### src/vdc_cfg.svh
// vdc_cfg.svh: register offsets, field positions, reset values and timing counts
`ifndef VDC_CFG_SVH
`define VDC_CFG_SVH
`define VDC_OFF_CTRL 12'h000
`define VDC_OFF_STAT 12'h004
`define VDC_OFF_LIMIT 12'h008
`define VDC_OFF_ACCUM 12'h00C
`define VDC_OFF_SAMPLE 12'h010
`define VDC_CTRL_DISCH_BIT 0
`define VDC_CTRL_RATEN_BIT 1
`define VDC_CTRL_RATRST_BIT 2
`define VDC_CTRL_ACT_LSB 4
`define VDC_CTRL_PWRUP_SKIP_BIT 8
`define VDC_ACT_RESET 2'h1
`define VDC_DISCH_TIME_NS 200000
`define VDC_CLK_PERIOD_NS 5
`define VDC_DISCH_CYCLES (`VDC_DISCH_TIME_NS / `VDC_CLK_PERIOD_NS)
`endif

### src/vdc_pkg.sv
// vdc_pkg.sv: types of the discharge and charge rationing controller
package vdc_pkg;
  typedef enum logic [1:0] {
    ACT_REPORT = 2'h0,
    ACT_REPORT_DISC = 2'h1,
    ACT_DISC_SLEEP = 2'h2,
    ACT_IGNORE = 2'h3
  } vdc_action_e;
  typedef enum logic [2:0] {
    PS_SLEEP = 3'h0,
    PS_DETECT = 3'h1,
    PS_ACTIVE = 3'h3,
    PS_ERROR = 3'h2
  } vdc_pstate_e;
  typedef struct packed {
    logic powerEnable;
    logic emulationEnable;
    logic modeSelectOne;
    logic modeSelectTwo;
    logic bypassEnable;
  } vdc_pins_s;
  typedef struct packed {
    logic removalEvent;
    logic supplyUnderVoltage;
    logic profileRequest;
    logic powerUp;
    logic errorRecover;
    logic busBelowCheck;
  } vdc_events_s;
endpackage

### src/vbus_discharge_charge_charge_limit_reached_flag.sv
// vbus_discharge_charge_charge_limit_reached_flag.sv: bus discharge control and charge rationing
//
// Register access over AHB-Lite and the address map were chosen for this implementation.
`timescale 1ns/10ps
`default_nettype none
`include "vdc_cfg.svh"

module vbus_discharge_charge_charge_limit_reached_flag #(
  parameter int unsigned DISCH_CYCLES = `VDC_DISCH_CYCLES,
  parameter int unsigned ACC_W = 32
) (
  input wire logic clk,
  input wire logic resetn,
  input wire logic [31:0] haddr,
  input wire logic [1:0] htrans,
  input wire logic hwrite,
  input wire logic [2:0] hsize,
  input wire logic hsel,
  input wire logic hready,
  input wire logic [31:0] hwdata,
  output logic [31:0] hrdata,
  output logic hreadyout,
  output logic hresp,
  input wire vdc_pkg::vdc_pins_s pinsIn,
  input wire vdc_pkg::vdc_events_s eventsIn,
  input wire logic [15:0] busCurrent,
  output logic dischargeOn,
  output logic portSwitchOn,
  output logic bypassSwitchOn,
  output logic profileOn,
  output logic dataPathSwitch,
  output logic monitorOn,
  output logic attentionOutN,
  output vdc_pkg::vdc_pstate_e powerState
);
  initial begin
    if (DISCH_CYCLES < 1 || DISCH_CYCLES > 32'hFFFFFF || ACC_W < 16 || ACC_W > 32)
      $error("unsupported parameter value");
  end

  // two-stage synchronisers for pins and analog event comparators
  vdc_pkg::vdc_pins_s pinMeta_q, pinSync_q, pinPrev_q, pinSample_q;
  vdc_pkg::vdc_events_s evMeta_q, evSync_q, evPrev_q;
  always_ff @(posedge clk or negedge resetn) begin
    if (!resetn) begin
      pinMeta_q <= '0;
      pinSync_q <= '0;
      evMeta_q <= '0;
      evSync_q <= '0;
    end else begin
      pinMeta_q <= pinsIn;
      pinSync_q <= pinMeta_q;
      evMeta_q <= eventsIn;
      evSync_q <= evMeta_q;
    end
  end

  // bus slave: one wait-free data phase
  logic wrPend_q, rdPend_q;
  logic [11:0] addrPend_q;
  logic [31:0] ctrl_q, limit_q;
  logic [ACC_W-1:0] accum_q;
  logic drainFault_q, limitReached_q;
  wire busSel = hsel && hready && htrans[1];
  wire wrCtrl = wrPend_q && addrPend_q == `VDC_OFF_CTRL;
  wire wrLimit = wrPend_q && addrPend_q == `VDC_OFF_LIMIT;
  wire wrStat = wrPend_q && addrPend_q == `VDC_OFF_STAT;
  wire swDischarge = wrCtrl && hwdata[`VDC_CTRL_DISCH_BIT];
  wire swRatReset = wrCtrl && hwdata[`VDC_CTRL_RATRST_BIT];
  wire ratEnable = ctrl_q[`VDC_CTRL_RATEN_BIT];
  wire pwrUpSkip = ctrl_q[`VDC_CTRL_PWRUP_SKIP_BIT];
  wire vdc_pkg::vdc_action_e action =
    vdc_pkg::vdc_action_e'(ctrl_q[`VDC_CTRL_ACT_LSB +: 2]);

  function automatic logic [31:0] readMux(input logic [11:0] a, input logic [31:0] c,
      input logic [31:0] s, input logic [31:0] l, input logic [31:0] q,
      input logic [31:0] p);
    case (a)
      `VDC_OFF_CTRL: readMux = c;
      `VDC_OFF_STAT: readMux = s;
      `VDC_OFF_LIMIT: readMux = l;
      `VDC_OFF_ACCUM: readMux = q;
      `VDC_OFF_SAMPLE: readMux = p;
      default: readMux = 32'h0000_0000;
    endcase
  endfunction

  vdc_pkg::vdc_pstate_e state_q, state_d;
  wire [31:0] statWord = {25'h0, state_q, 2'h0, limitReached_q, drainFault_q};
  wire [31:0] accWord = 32'(accum_q);
  wire [31:0] pinWord = {27'h0, pinSync_q};
  wire [31:0] rdValue = readMux(haddr[11:0], ctrl_q & 32'h0000_0132, statWord, limit_q,
    accWord, pinWord);

  always_ff @(posedge clk or negedge resetn) begin
    if (!resetn) begin
      wrPend_q <= 1'b0;
      rdPend_q <= 1'b0;
      addrPend_q <= 12'h000;
      hrdata <= 32'h0000_0000;
    end else begin
      wrPend_q <= busSel && hwrite;
      rdPend_q <= busSel && !hwrite;
      addrPend_q <= haddr[11:0];
      hrdata <= (busSel && !hwrite) ? rdValue : 32'h0000_0000;
    end
  end
  always_ff @(posedge clk or negedge resetn) begin
    if (!resetn) begin
      hreadyout <= 1'b1;
      hresp <= 1'b0;
    end else begin
      hreadyout <= 1'b1;
      hresp <= 1'b0;
    end
  end

  // action written at any time, accumulation untouched
  always_ff @(posedge clk or negedge resetn) begin
    if (!resetn) begin
      ctrl_q <= 32'(`VDC_ACT_RESET) << `VDC_CTRL_ACT_LSB;
      limit_q <= 32'h0000_0000;
    end else begin
      if (wrCtrl)
        ctrl_q <= hwdata & 32'h0000_0132;
      if (wrLimit)
        limit_q <= hwdata;
    end
  end

  // mode decode: Sleep when emulation enable and both mode pins are all low
  function automatic vdc_pkg::vdc_pstate_e pinState(input vdc_pkg::vdc_pins_s p);
    if (!p.emulationEnable && !p.modeSelectOne && !p.modeSelectTwo)
      pinState = vdc_pkg::PS_SLEEP;
    else if (p.powerEnable && !p.bypassEnable)
      pinState = vdc_pkg::PS_ACTIVE;
    else
      pinState = vdc_pkg::PS_DETECT;
  endfunction

  wire vdc_pkg::vdc_pstate_e pinTarget = pinState(pinSync_q);
  wire isActive = state_q == vdc_pkg::PS_ACTIVE;
  wire limitHit = ratEnable && isActive && (32'(accum_q) >= limit_q);
  wire holdSleep = limitReached_q && action == vdc_pkg::ACT_DISC_SLEEP;
  wire holdDisc = limitReached_q && action == vdc_pkg::ACT_REPORT_DISC;
  wire ratRelease = limitReached_q && (swRatReset || !ratEnable);
  wire pinsChanged = pinSync_q != pinSample_q;

  // discharge triggers
  wire trigPwrOff = pinPrev_q.powerEnable && !pinSync_q.powerEnable && !holdSleep;
  wire trigRemoval = evSync_q.removalEvent && !evPrev_q.removalEvent;
  wire trigUvlo = evSync_q.supplyUnderVoltage && !evPrev_q.supplyUnderVoltage
    && portSwitchOn && monitorOn;
  wire trigSleep = state_d == vdc_pkg::PS_SLEEP && state_q != vdc_pkg::PS_SLEEP;
  wire trigProfile = evSync_q.profileRequest && !evPrev_q.profileRequest
    && !(pwrUpSkip && evSync_q.powerUp);
  wire trigErrRec = state_q == vdc_pkg::PS_ERROR && evSync_q.errorRecover;
  wire trigSw = swDischarge && isActive;
  logic portOn_d, bypassOn_d;
  wire trigPortAfterByp = portOn_d && !portSwitchOn && bypassSwitchOn;
  wire trigBypAfterPort = bypassOn_d && !bypassSwitchOn && portSwitchOn;
  wire quietReturn = ratRelease && !pinsChanged;
  wire startDisch = !quietReturn && (trigPwrOff || trigRemoval || trigUvlo || trigSleep
    || trigProfile || trigErrRec || trigSw || trigPortAfterByp || trigBypAfterPort);

  // power state
  always_comb begin
    state_d = state_q;
    if (state_q == vdc_pkg::PS_ERROR) begin
      if (evSync_q.errorRecover)
        state_d = pinTarget;
    end else if (holdSleep && !ratRelease) begin
      state_d = vdc_pkg::PS_SLEEP;
    end else if (ratRelease && !pinsChanged) begin
      state_d = state_q;
    end else begin
      state_d = pinTarget;
    end
  end
  always_comb begin
    portOn_d = state_d == vdc_pkg::PS_ACTIVE && !(holdDisc || holdSleep)
      || (ratRelease && state_d == vdc_pkg::PS_ACTIVE);
    bypassOn_d = state_d == vdc_pkg::PS_DETECT && !holdDisc && !holdSleep;
  end

  // discharge wait counter, reloaded by every trigger not masked by quietReturn
  logic [23:0] dischCnt_q;
  logic checkDue;
  assign checkDue = dischargeOn && dischCnt_q == 24'h00_0001;
  always_ff @(posedge clk or negedge resetn) begin
    if (!resetn) begin
      dischCnt_q <= 24'h00_0000;
      dischargeOn <= 1'b0;
    end else if (startDisch) begin
      dischCnt_q <= 24'(DISCH_CYCLES);
      dischargeOn <= 1'b1;
    end else if (dischargeOn) begin
      dischCnt_q <= dischCnt_q - 24'h00_0001;
      dischargeOn <= !checkDue;
    end
  end
  wire dischFail = checkDue && !evSync_q.busBelowCheck;

  always_ff @(posedge clk or negedge resetn) begin
    if (!resetn) begin
      state_q <= vdc_pkg::PS_SLEEP;
      portSwitchOn <= 1'b0;
      bypassSwitchOn <= 1'b0;
      pinPrev_q <= '0;
      evPrev_q <= '0;
    end else begin
      state_q <= dischFail ? vdc_pkg::PS_ERROR : state_d;
      portSwitchOn <= portOn_d && !dischFail;
      bypassSwitchOn <= bypassOn_d && !dischFail;
      pinPrev_q <= pinSync_q;
      evPrev_q <= evSync_q;
    end
  end

  // sticky fault flag: a set beats a software clear in the same cycle
  always_ff @(posedge clk or negedge resetn) begin
    if (!resetn)
      drainFault_q <= 1'b0;
    else if (dischFail)
      drainFault_q <= 1'b1;
    else if (wrStat && hwdata[0])
      drainFault_q <= 1'b0;
  end

  // charge accumulation: current summed each cycle while Active, rationing enabled and limit not reached
  always_ff @(posedge clk or negedge resetn) begin
    if (!resetn) begin
      accum_q <= '0;
      limitReached_q <= 1'b0;
      pinSample_q <= '0;
    end else begin
      if (swRatReset) begin
        accum_q <= '0;
      end else if (ratEnable && isActive && !limitReached_q) begin
        accum_q <= accum_q + ACC_W'(busCurrent);
      end
      if (limitHit && !limitReached_q) begin
        limitReached_q <= 1'b1;
        pinSample_q <= pinSync_q;
      end else if (swRatReset || !ratEnable) begin
        limitReached_q <= 1'b0;
      end
    end
  end

  // outputs decided by the selected action
  wire reportMode = action == vdc_pkg::ACT_REPORT || action == vdc_pkg::ACT_REPORT_DISC;
  always_ff @(posedge clk or negedge resetn) begin
    if (!resetn) begin
      attentionOutN <= 1'b1;
      profileOn <= 1'b0;
      dataPathSwitch <= 1'b0;
      monitorOn <= 1'b1;
      powerState <= vdc_pkg::PS_SLEEP;
    end else begin
      attentionOutN <= !(limitReached_q && reportMode && !ratRelease);
      profileOn <= pinSync_q.emulationEnable && state_d != vdc_pkg::PS_SLEEP
        && !startDisch && !dischargeOn && !((holdDisc || holdSleep) && !ratRelease);
      dataPathSwitch <= !(holdSleep && !ratRelease) && state_d != vdc_pkg::PS_SLEEP;
      monitorOn <= !(holdSleep && !ratRelease);
      powerState <= dischFail ? vdc_pkg::PS_ERROR : state_d;
    end
  end

  a_fault_to_error: assert property (@(posedge clk) disable iff (!resetn)
    dischFail |=> state_q == vdc_pkg::PS_ERROR && drainFault_q)
    else $error("discharge failure did not enter error");
  a_limit_no_error: assert property (@(posedge clk) disable iff (!resetn)
    $rose(limitReached_q) && !dischFail |-> state_q != vdc_pkg::PS_ERROR)
    else $error("limit reached caused error state");
  a_sw_disch_active: assert property (@(posedge clk) disable iff (!resetn)
    trigSw |=> dischargeOn && dischCnt_q == 24'(DISCH_CYCLES))
    else $error("software discharge not started");
  a_disc_switch_off: assert property (@(posedge clk) disable iff (!resetn)
    holdDisc && !ratRelease |=> !portSwitchOn && !bypassSwitchOn)
    else $error("switch on during report and disconnect");
  a_sleep_monitor_off: assert property (@(posedge clk) disable iff (!resetn)
    holdSleep && !ratRelease |=> !monitorOn && !dataPathSwitch)
    else $error("monitoring active during disconnect and sleep");
  a_reset_clears: assert property (@(posedge clk) disable iff (!resetn)
    swRatReset |=> accum_q == '0 && !limitReached_q)
    else $error("rationing reset did not clear");
  a_attn_release: assert property (@(posedge clk) disable iff (!resetn)
    ratRelease && reportMode |=> attentionOutN)
    else $error("attention not released on rationing reset");
  a_pwr_off_disch: assert property (@(posedge clk) disable iff (!resetn)
    trigPwrOff && !quietReturn |=> dischargeOn)
    else $error("power enable fall did not discharge");
  a_charge_limit_reached_flag_active: assert property (@(posedge clk) disable iff (!resetn)
    !isActive && !swRatReset |=> $stable(accum_q))
    else $error("charge accumulated outside active");
  a_write_keeps_acc: assert property (@(posedge clk) disable iff (!resetn)
    wrCtrl && !swRatReset && !(ratEnable && isActive && !limitReached_q)
    |=> $stable(accum_q))
    else $error("action write changed accumulated charge");
endmodule
`default_nettype wire

### config.mk
export PLATFORM = sky130hd
export DESIGN_NAME = vbus_discharge_charge_charge_limit_reached_flag
export DESIGN_NICKNAME = d
export VERILOG_FILES = /design/src/vdc_pkg.sv /design/src/vbus_discharge_charge_charge_limit_reached_flag.sv
export VERILOG_INCLUDE_DIRS = /design/src /design/src/src
export SDC_FILE = /design/constraint.sdc
export NUM_CORES = 1
export LEC_CHECK = 0
export BUFFER_PORTS_ARGS = -buffer_cell sky130_fd_sc_hd__buf_2
export CAP_MARGIN = 20
export CELL_PAD_IN_SITES_DETAIL_PLACEMENT = 1
export CELL_PAD_IN_SITES_GLOBAL_PLACEMENT = 1
export CORE_MARGIN = 3
export CORE_UTILIZATION = 24
export DETAILED_ROUTE_END_ITERATION = 10
export GPL_ROUTABILITY_DRIVEN = 0
export MAX_ROUTING_LAYER = met4
export PLACE_DENSITY_LB_ADDON = 0.3
export SETUP_SLACK_MARGIN = 0.4
export SLEW_MARGIN = 0
export SYNTH_ARGS = -nofsm -noshare
export SYNTH_HDL_FRONTEND = slang
export SYNTH_SLANG_ARGS = --single-unit
### constraint.sdc
create_clock -name clk -period 3.9 [get_ports clk]
set_input_delay 0.195 -clock clk [delete_from_list [all_inputs] [get_ports clk]]
set_output_delay 0.195 -clock clk [all_outputs]
set_load 0.02 [all_outputs]
==> results of run 1 <==
==> cells in the final DEF, fill, tap and decap left out, types with 6 or more instances in the layout <==
cell type,n
xor2_1,20
buf_2,117
mux2_2,41
a211oi_1,10
nand3b_1,8
nor2_1,90
o21ai_0,26
nor4_1,11
ha_1,50
xnor2_1,19
nand2b_1,10
and3_1,13
or3_1,6
clkbuf_16,17
a2111o_1,7
mux2i_1,33
nor2b_1,6
buf_4,12
dfrtp_1,177
nor3_1,18
nand2_1,72
a21oi_1,41
inv_1,44
nand4_1,13
dlygate4sd3_1,51
a21o_1,13
nand3_1,24
==> registers in the layout, summed over array words and instances, names as in the netlist, 3 cells and up <==
name,count
accWord,32
addrPend_q,12
ctrl_q,4
dischCnt_q,24
evMeta_q,6
evPrev_q,3
evSync_q,6
hrdata,32
limit_q,32
pinMeta_q,5
pinSample_q,5
pinSync_q,5
state_q,3
==> power breakdown <==
part           total (mW)  leakage [nW]  internal (mW)  switching (mW)
Combinational       0.561          2.80          0.252           0.308
Clock                1.76         0.290          0.870           0.890
Sequential           2.01          2.25           1.94          0.0689
==> per-layer routing <==
metal,track usage [%],up-vias,routed length (um)
li1,-,3409,-
met1,18.5,3564,12800
met2,21.7,101,12300
met3,1.91,24,726
met4,4.59,0,445
met5,-,-,0
==> critical path: cells and delay by family, from the launching register on <==
| kind | cells | cell delay (ns) |
|---|---|---|
| AOI/OAI and AO/OA | 4 | 1.48 |
| xor gates and xnor gates | 1 | 0.18 |
| adders and majority gates | 2 | 0.67 |
| DFF | 1 | 0.43 |
| and+or+nand+nor | 2 | 0.18 |
==> logic make-up (layout without fill, tap and decap cells) <==
kind of cell	after synthesis	count (layout)	synth area share, %
buffers and inverters	73	258	3.22
muxes	75	75	8.91
DFF	180	180	49.3
adders and majority gates	51	51	7.07
xor gates and xnor gates	39	39	3.74
and+or+nand+nor	302	302	16.7
AOI/OAI and AO/OA	143	143	11.0
other	2	3	0.0822
==> final timing paths <==
path / endpoint / slack, ns / cells after the start
setup / recovery: accWord[16]$_DFFE_PN0P_ / 0.81 / 9
hold / removal: limit_q[10]$_DFFE_PN0P_ / 0.03 / 2
setup reg to reg: accWord[16]$_DFFE_PN0P_ / 0.81 / 9
hold reg to reg: pinSync_q[0]$_DFF_PN0_ / 0.35 / 0
max in group asynchronous: accWord[17]$_DFFE_PN0P_ / 2.66 / 3
min in group asynchronous: dischCnt_q[4]$_DFFE_PN0P_ / 0.33 / 2
==> cell type report <==
cell class / instances / share of cell area, %
repair buffers: 182 / 10.6
multi-input cells: 612 / 37.8
flip-flops and latches: 180 / 39.3
well taps: 504 / 5.50
clock buffers: 17 / 3.71
clock inverters: 15 / 1.57
inverters: 44 / 1.44
diodes: 1 / 0.0218
==> metrics by stage <==
stage | area, um^2 | setup WS, ns | hold WS [ns] | util (%)
final | 11500 | 0.809 | 0.0288 | 31.0
after global routing | 11500 | 0.542 | 0.00753 | 31.0
after CTS | 11500 | 0.775 | 0.00167 | 30.9
after detailed placement | 10300 | 0.805 | 0.276 | 27.9
after global placement | 10300 | 0.872 | 0.274 | 27.9
after floorplan | 9140 | 1.41 | -0.101 | -
==> parameters.txt, run 1 <==
Parameter                              Value

Outcome
  Status ... finished clean

Timing
  Setup violations, final ... 0
  Minimum clock period after layout ... 3.09 ns
  Hold Fails Final Rpt ... 0
  Final Cycle Share ... 79.3%
  Max frequency ... 323 MHz
  Measured slew at the worst slew-check pin ... 0.878 ns
  Max_slew headroom ... 41.2%
  Setup TNS ... 0 ns
  Final number of max-transition violations ... 0
  Setup Skew ... 0.0127 ns
  Setup repair after global routing missed its margin ... no

GRT
  Wire length of the first global-routing pass ... 43.0 mm
  Total Routing Usage GR ... 13.8%
  Pin count of the biggest net entering global routing ... 82
  Grt total ovfl ... 0
  Vias in the first global route ... 7627
  Antenna violations before repair ... 1

Logic synthesis
  Synthesized flop and latch total ... 180
  Synthesized instance count ... 865
  Area of the mapped netlist ... 0.00914 mm^2
  Mean post-synth cell area ... 10.6 um^2
  Top flip-flop cell by instance count after synthesis ... dfrtp_1
  Syn_nets ... 1017
  Cell type with the highest aggregate area in the netlist ... dfrtp_1
  Most area-consuming cells after synthesis ... dfrtp_1, ha_1, mux2_2
  Dominant cell by count in the synthesized netlist ... dfrtp_1
  Cell types with the highest counts after synthesis ... dfrtp_1, nor2_1, nand2_1
  Async set or reset register ratio after synthesis ... 100%
  Warning count from the yosys run ... 0
  Share of Yosys cell area claimed by the top area cell type ... 48.5%
  EDFF count, synth ... 0
  Post-synth cell types ... 71
  Portion of the post-synthesis area used by sequential elements ... 49.3%

Floorplanning
  Height of the die ... 201 um
  I/O pin count ... 145
  Floorplan Core Area ... 0.0370 mm^2
  Die Footprint ... 0.0404 mm^2
  Initial core utilization ... 24.7%
  Number of standard-cell rows in the floorplan ... 70
  Die span in x ... 201 um

Layout
  Layout cells sized above 1 ... 21.5%
  Fin cells ... 1555
  Area taken by flip-flops and latches ... 0.00451 mm^2
  Total number of nets in the final design ... 1189
  Syn-to-layout area delta ... 25.5%
  Multi-input combinational cell area ... 0.00434 mm^2
  Number of fillers in the final layout ... 4210

Placed design
  Placed insts ... 1471
  IO buf count ... 118
  DP HPWL ... 19.2 mm

Drt
  # DRC ... 0
  Total wire length ... 26.3 mm
  Post-route ant nets ... 0
  Routed length per placed instance ... 16.9 um
  Vias per std cell ... 4.56
  Via count ... 7098
  First-pass iteration count of the detailed router ... 4
  First DRT Iteration DRCs ... 226

Clock tree
  Clock edge transition at the registers on the reported setup and hold paths ... 0.08 ns
  Clk buf depth ... 2
  Level count of the clock H-tree ... 4
  Library cell used as clock root buffer ... clkbuf_16
  Resized cells post-CTS ... 0
  Clock latency reported for the late side of the worst-skew pair ... 0.45 ns
  Number of buffers added for setup after CTS ... 0
  Sinks on the clock net ... 180
  TritonCTS clock tree ... done
  Number of buffers created by CTS ... 17
  Hold-fix buffers, CTS ... 51

Critical path
  Library cell contributing the largest single delay on the critical path ... o21ai_0
  Critical path's largest stage delay ... 0.52 ns
  Required time worst endpoint ... 4.22 ns
  Worst Path Arrival ... 3.41 ns
  Reg-to-reg startpoint ... accWord[0]$_DFFE_PN0P_
  Critical Setup Path Class ... reg -> reg
  Nature of the critical path startpoint ... flop
  Critical Path Most Common Cell ... nor2_1
  Critical path endpoint category ... flop
  Cell Chain, Critical Path ... ha_1 -> fa_1 -> a211oi_1 -> nor2_1 -> a21oi_1 -> a31oi_1 -> o21ai_0 -> xor2_1 -> nor2_1
  Beginning of the critical path ... accWord[0]$_DFFE_PN0P_
  Peak fanout along the critical path ... 8

Worst hold path
  Worst Min Path Start ... hwdata[10]
  Min-delay worst type ... in -> reg

Power
  Leakage Power ... 5.34 nW
  Power Total ... 4.33 mW
  Worst voltage drop across the vdd grid ... 0.266 mV
  Pwr per Cell Area ... 378 mW/mm^2

Flow run
  Number of max-cap violations ... 0
No activity file was read; power rests on OpenSTA's default activity.
==> inputs of run 2 (changes only) <==
--- a/config.mk
+++ b/config.mk
@@ -6,6 +6,7 @@
 export SDC_FILE = /design/constraint.sdc
 export NUM_CORES = 1
 export LEC_CHECK = 0
+export ABC_AREA = 1
 export BUFFER_PORTS_ARGS = -buffer_cell sky130_fd_sc_hd__buf_2
 export CAP_MARGIN = 20
 export CELL_PAD_IN_SITES_DETAIL_PLACEMENT = 1
==> constraint.sdc (replaced) <==
create_clock -name clk -period 2.86 [get_ports clk]
set_input_delay 0.143 -clock clk [delete_from_list [all_inputs] [get_ports clk]]
set_output_delay 0.143 -clock clk [all_outputs]
set_load 0.02 [all_outputs]
==> parameters.txt, run 2 <==
Parameter                              Value

GRT
  Met2 global-route usage ... 22.9%
  Vias in the first global route ... 8333
  Pin count of the biggest net entering global routing ... 81
  Antenna violations before repair ... 0
  Wire length of the first global-routing pass ... 46.0 mm
  Total Routing Usage GR ... 14.7%
  Met3 track utilization from global routing ... 2.75%
  Grt total ovfl ... 0
  Global routing met1 resource utilization ... 19.9%
  Peak-usage layer in the global routing report ... met2

Timing
  Final number of max-transition violations ... 0
  Setup violations, final ... 0
  Setup TNS ... 0 ns
  Measured slew at the worst slew-check pin ... 0.635 ns
  Max frequency ... 433 MHz
  Final Cycle Share ... 80.7%
  Max_slew headroom ... 57.5%
  Final Hold Slack ... 0.0336 ns
  Minimum clock period after layout ... 2.31 ns
  Setup repair after global routing missed its margin ... no
  Hold Fails Final Rpt ... 0
  Setup Skew ... 0.0130 ns

Drt
  Routed length per placed instance ... 15.9 um
  Via count ... 7851
  # DRC ... 0
  Total wire length ... 28.4 mm
  Vias per std cell ... 4.40
  First DRT Iteration DRCs ... 328
  Post-route ant nets ... 0
  First-pass iteration count of the detailed router ... 4

Critical path
  Critical Setup Path Class ... reg -> reg
  Required time worst endpoint ... 3.20 ns
  Library cell contributing the largest single delay on the critical path ... fa_2
  Critical path's largest stage delay ... 0.40 ns
  Beginning of the critical path ... accWord[0]$_DFFE_PN0P_
  Reg-to-reg startpoint ... accWord[0]$_DFFE_PN0P_
  Critical path endpoint category ... flop
  Nature of the critical path startpoint ... flop
  Cell Chain, Critical Path ... ha_2 -> fa_2 -> nand3_1 -> nand3_2 -> a21oi_2 -> o21ai_2 -> nand3_1 -> nand4_1 -> buf_4 -> buf_4 -> nand3_1 -> a21oi_1 -> o21a_1
  Critical Path Most Common Cell ... nand3_1
  Worst Path Arrival ... 2.65 ns
  Peak fanout along the critical path ... 5

Floorplanning
  Floorplan Core Area ... 0.0378 mm^2
  Die span in x ... 202 um
  Die Footprint ... 0.0409 mm^2
  Number of standard-cell rows in the floorplan ... 71
  I/O pin count ... 145
  Height of the die ... 202 um
  Initial core utilization ... 24.4%

Worst hold path
  Worst Min Path Start ... hwdata[2]
  Min-delay worst type ... in -> reg

Logic synthesis
  Portion of the post-synthesis area used by sequential elements ... 48.8%
  Async set or reset register ratio after synthesis ... 100%
  Cell types with the highest counts after synthesis ... nand2_1, dfrtp_1, inv_1
  Dominant cell by count in the synthesized netlist ... nand2_1
  Top flip-flop cell by instance count after synthesis ... dfrtp_1
  Syn_nets ... 1206
  Share of Yosys cell area claimed by the top area cell type ... 47.9%
  Post-synth cell types ... 49
  Synthesized instance count ... 1054
  Area of the mapped netlist ... 0.00925 mm^2
  EDFF count, synth ... 0
  Mean post-synth cell area ... 8.77 um^2
  Cell type with the highest aggregate area in the netlist ... dfrtp_1
  Most area-consuming cells after synthesis ... dfrtp_1, nand2_1, ha_1
  Warning count from the yosys run ... 0
  Synthesized flop and latch total ... 180

Layout
  Most common cell after layout, fill and taps aside ... nand2_1
  Antenna Diode Count ... 0
  Layout cells sized above 1 ... 21.1%
  Fin cells ... 1784
  Number of fillers in the final layout ... 4520
  Total number of nets in the final design ... 1412
  Syn-to-layout area delta ... 28.7%
  Commonest non-fill, non-tap cells in the layout ... nand2_1, dfrtp_1, inv_1

Power
  Pwr per Cell Area ... 659 mW/mm^2
  Leakage Power ... 5.75 nW
  Worst voltage drop across the vdd grid ... 0.410 mV

Clock tree
  Library cell used as clock root buffer ... clkbuf_16
  Clock edge transition at the registers on the reported setup and hold paths ... 0.08 ns
  Sinks on the clock net ... 180
  Clk buf depth ... 2
  Number of buffers created by CTS ... 17
  Level count of the clock H-tree ... 4
  TritonCTS clock tree ... done
  Clock latency reported for the late side of the worst-skew pair ... 0.45 ns

Placed design
  Placed insts ... 1688
  DP HPWL ... 21.8 mm
  IO buf count ... 118

Flow run
  Number of max-cap violations ... 0

Outcome
  Status ... finished clean
run 2: changes by cell type in the layout (fill, tap and decap cells not counted), moves of 11 or more:
cell / change
nand2_1: +113
nor2_1: +15
mux2_2: -14
o21ai_0: +20
a21oi_2: +15
a21oi_1: +31
buf_4: +20
mux2i_1: -33
o22ai_1: +15
nand3_1: +18
inv_1: +95
and3_1: -11
run 2: path summary, 6_finish.rpt:
kind,endpoint,slack (ns),depth (start not counted)
worst max-delay path,accWord[24]$_DFFE_PN0P_,0.55,13
worst min-delay path,limit_q[2]$_DFFE_PN0P_,0.03,3
worst max register to register,accWord[24]$_DFFE_PN0P_,0.55,13
worst min register to register,pinSync_q[2]$_DFF_PN0_,0.34,0
max in group asynchronous,monitorOn$_DFF_PN1_,1.75,3
min in group asynchronous,hrdata[20]$_DFF_PN0_,0.24,2
run 2: logic make-up (layout without fill, tap and decap cells):
family	after synthesis	count (layout)	synth area share [%]
xor+xnor	29	29	2.75
fa+ha+maj	51	51	6.98
compound gates	183	183	11.4
simple gates	418	418	19.8
buf+inv	164	383	6.97
mux	27	27	3.29
other cells	2	2	0.0812
flops	180	180	48.8
run 2: layout make-up:
class	instances	area (um^2)	share of cell area (%)
Timing Repair Buffer	207	1430	12.0
Sequential cell	180	4510	37.9
Multi-Input combinational cell	710	4200	35.3
Clock inverter	14	153	1.28
Inverter	144	541	4.54
Tap cell	511	639	5.37
Clock buffer	18	429	3.61
run 2: repair_timing:
item                                    in CTS  in global routing
pin swaps                                    2                  7
hold buffers                                55                  0
endpoints found under the hold margin      108                  0
gates resized for setup                      6                 23
buffers inserted                             1                  8
endpoints found under the setup margin       8                 61
run 2: layer usage:
layer | vias up | share of wire (%)
li1 | 3892 | -
met1 | 3853 | 50
met2 | 87 | 46
met3 | 19 | 2.6
met4 | 0 | 1.1
met5 | - | 0
run 2: metrics by stage:
stage               power [mW]  cell area, um^2  utilization [%]  setup WS, ns
floorplan                 4.53             9250                -         0.620
global placement          5.20            10600             28.0         0.302
detailed placement        5.27            10600             28.0         0.264
CTS                       7.82            11800             31.1         0.409
global route              8.45            11900             31.4         0.361
finish                    7.85            11900             31.4         0.551
run 2: worst max-delay path, delay by kind of cell (launching register included):
kind                       cells  cell delay [ns]
AOI/OAI and AO/OA              4             0.47
buffers and inverters          2             0.32
adders and majority gates      2             0.59
and+or+nand+nor                5             0.45
DFF                            1             0.38
run 2: where the power goes:
part           internal [mW]  switching (mW)
logic                  0.966            1.37
registers               2.83           0.292
clock network           1.30            1.10
total                   5.09            2.75
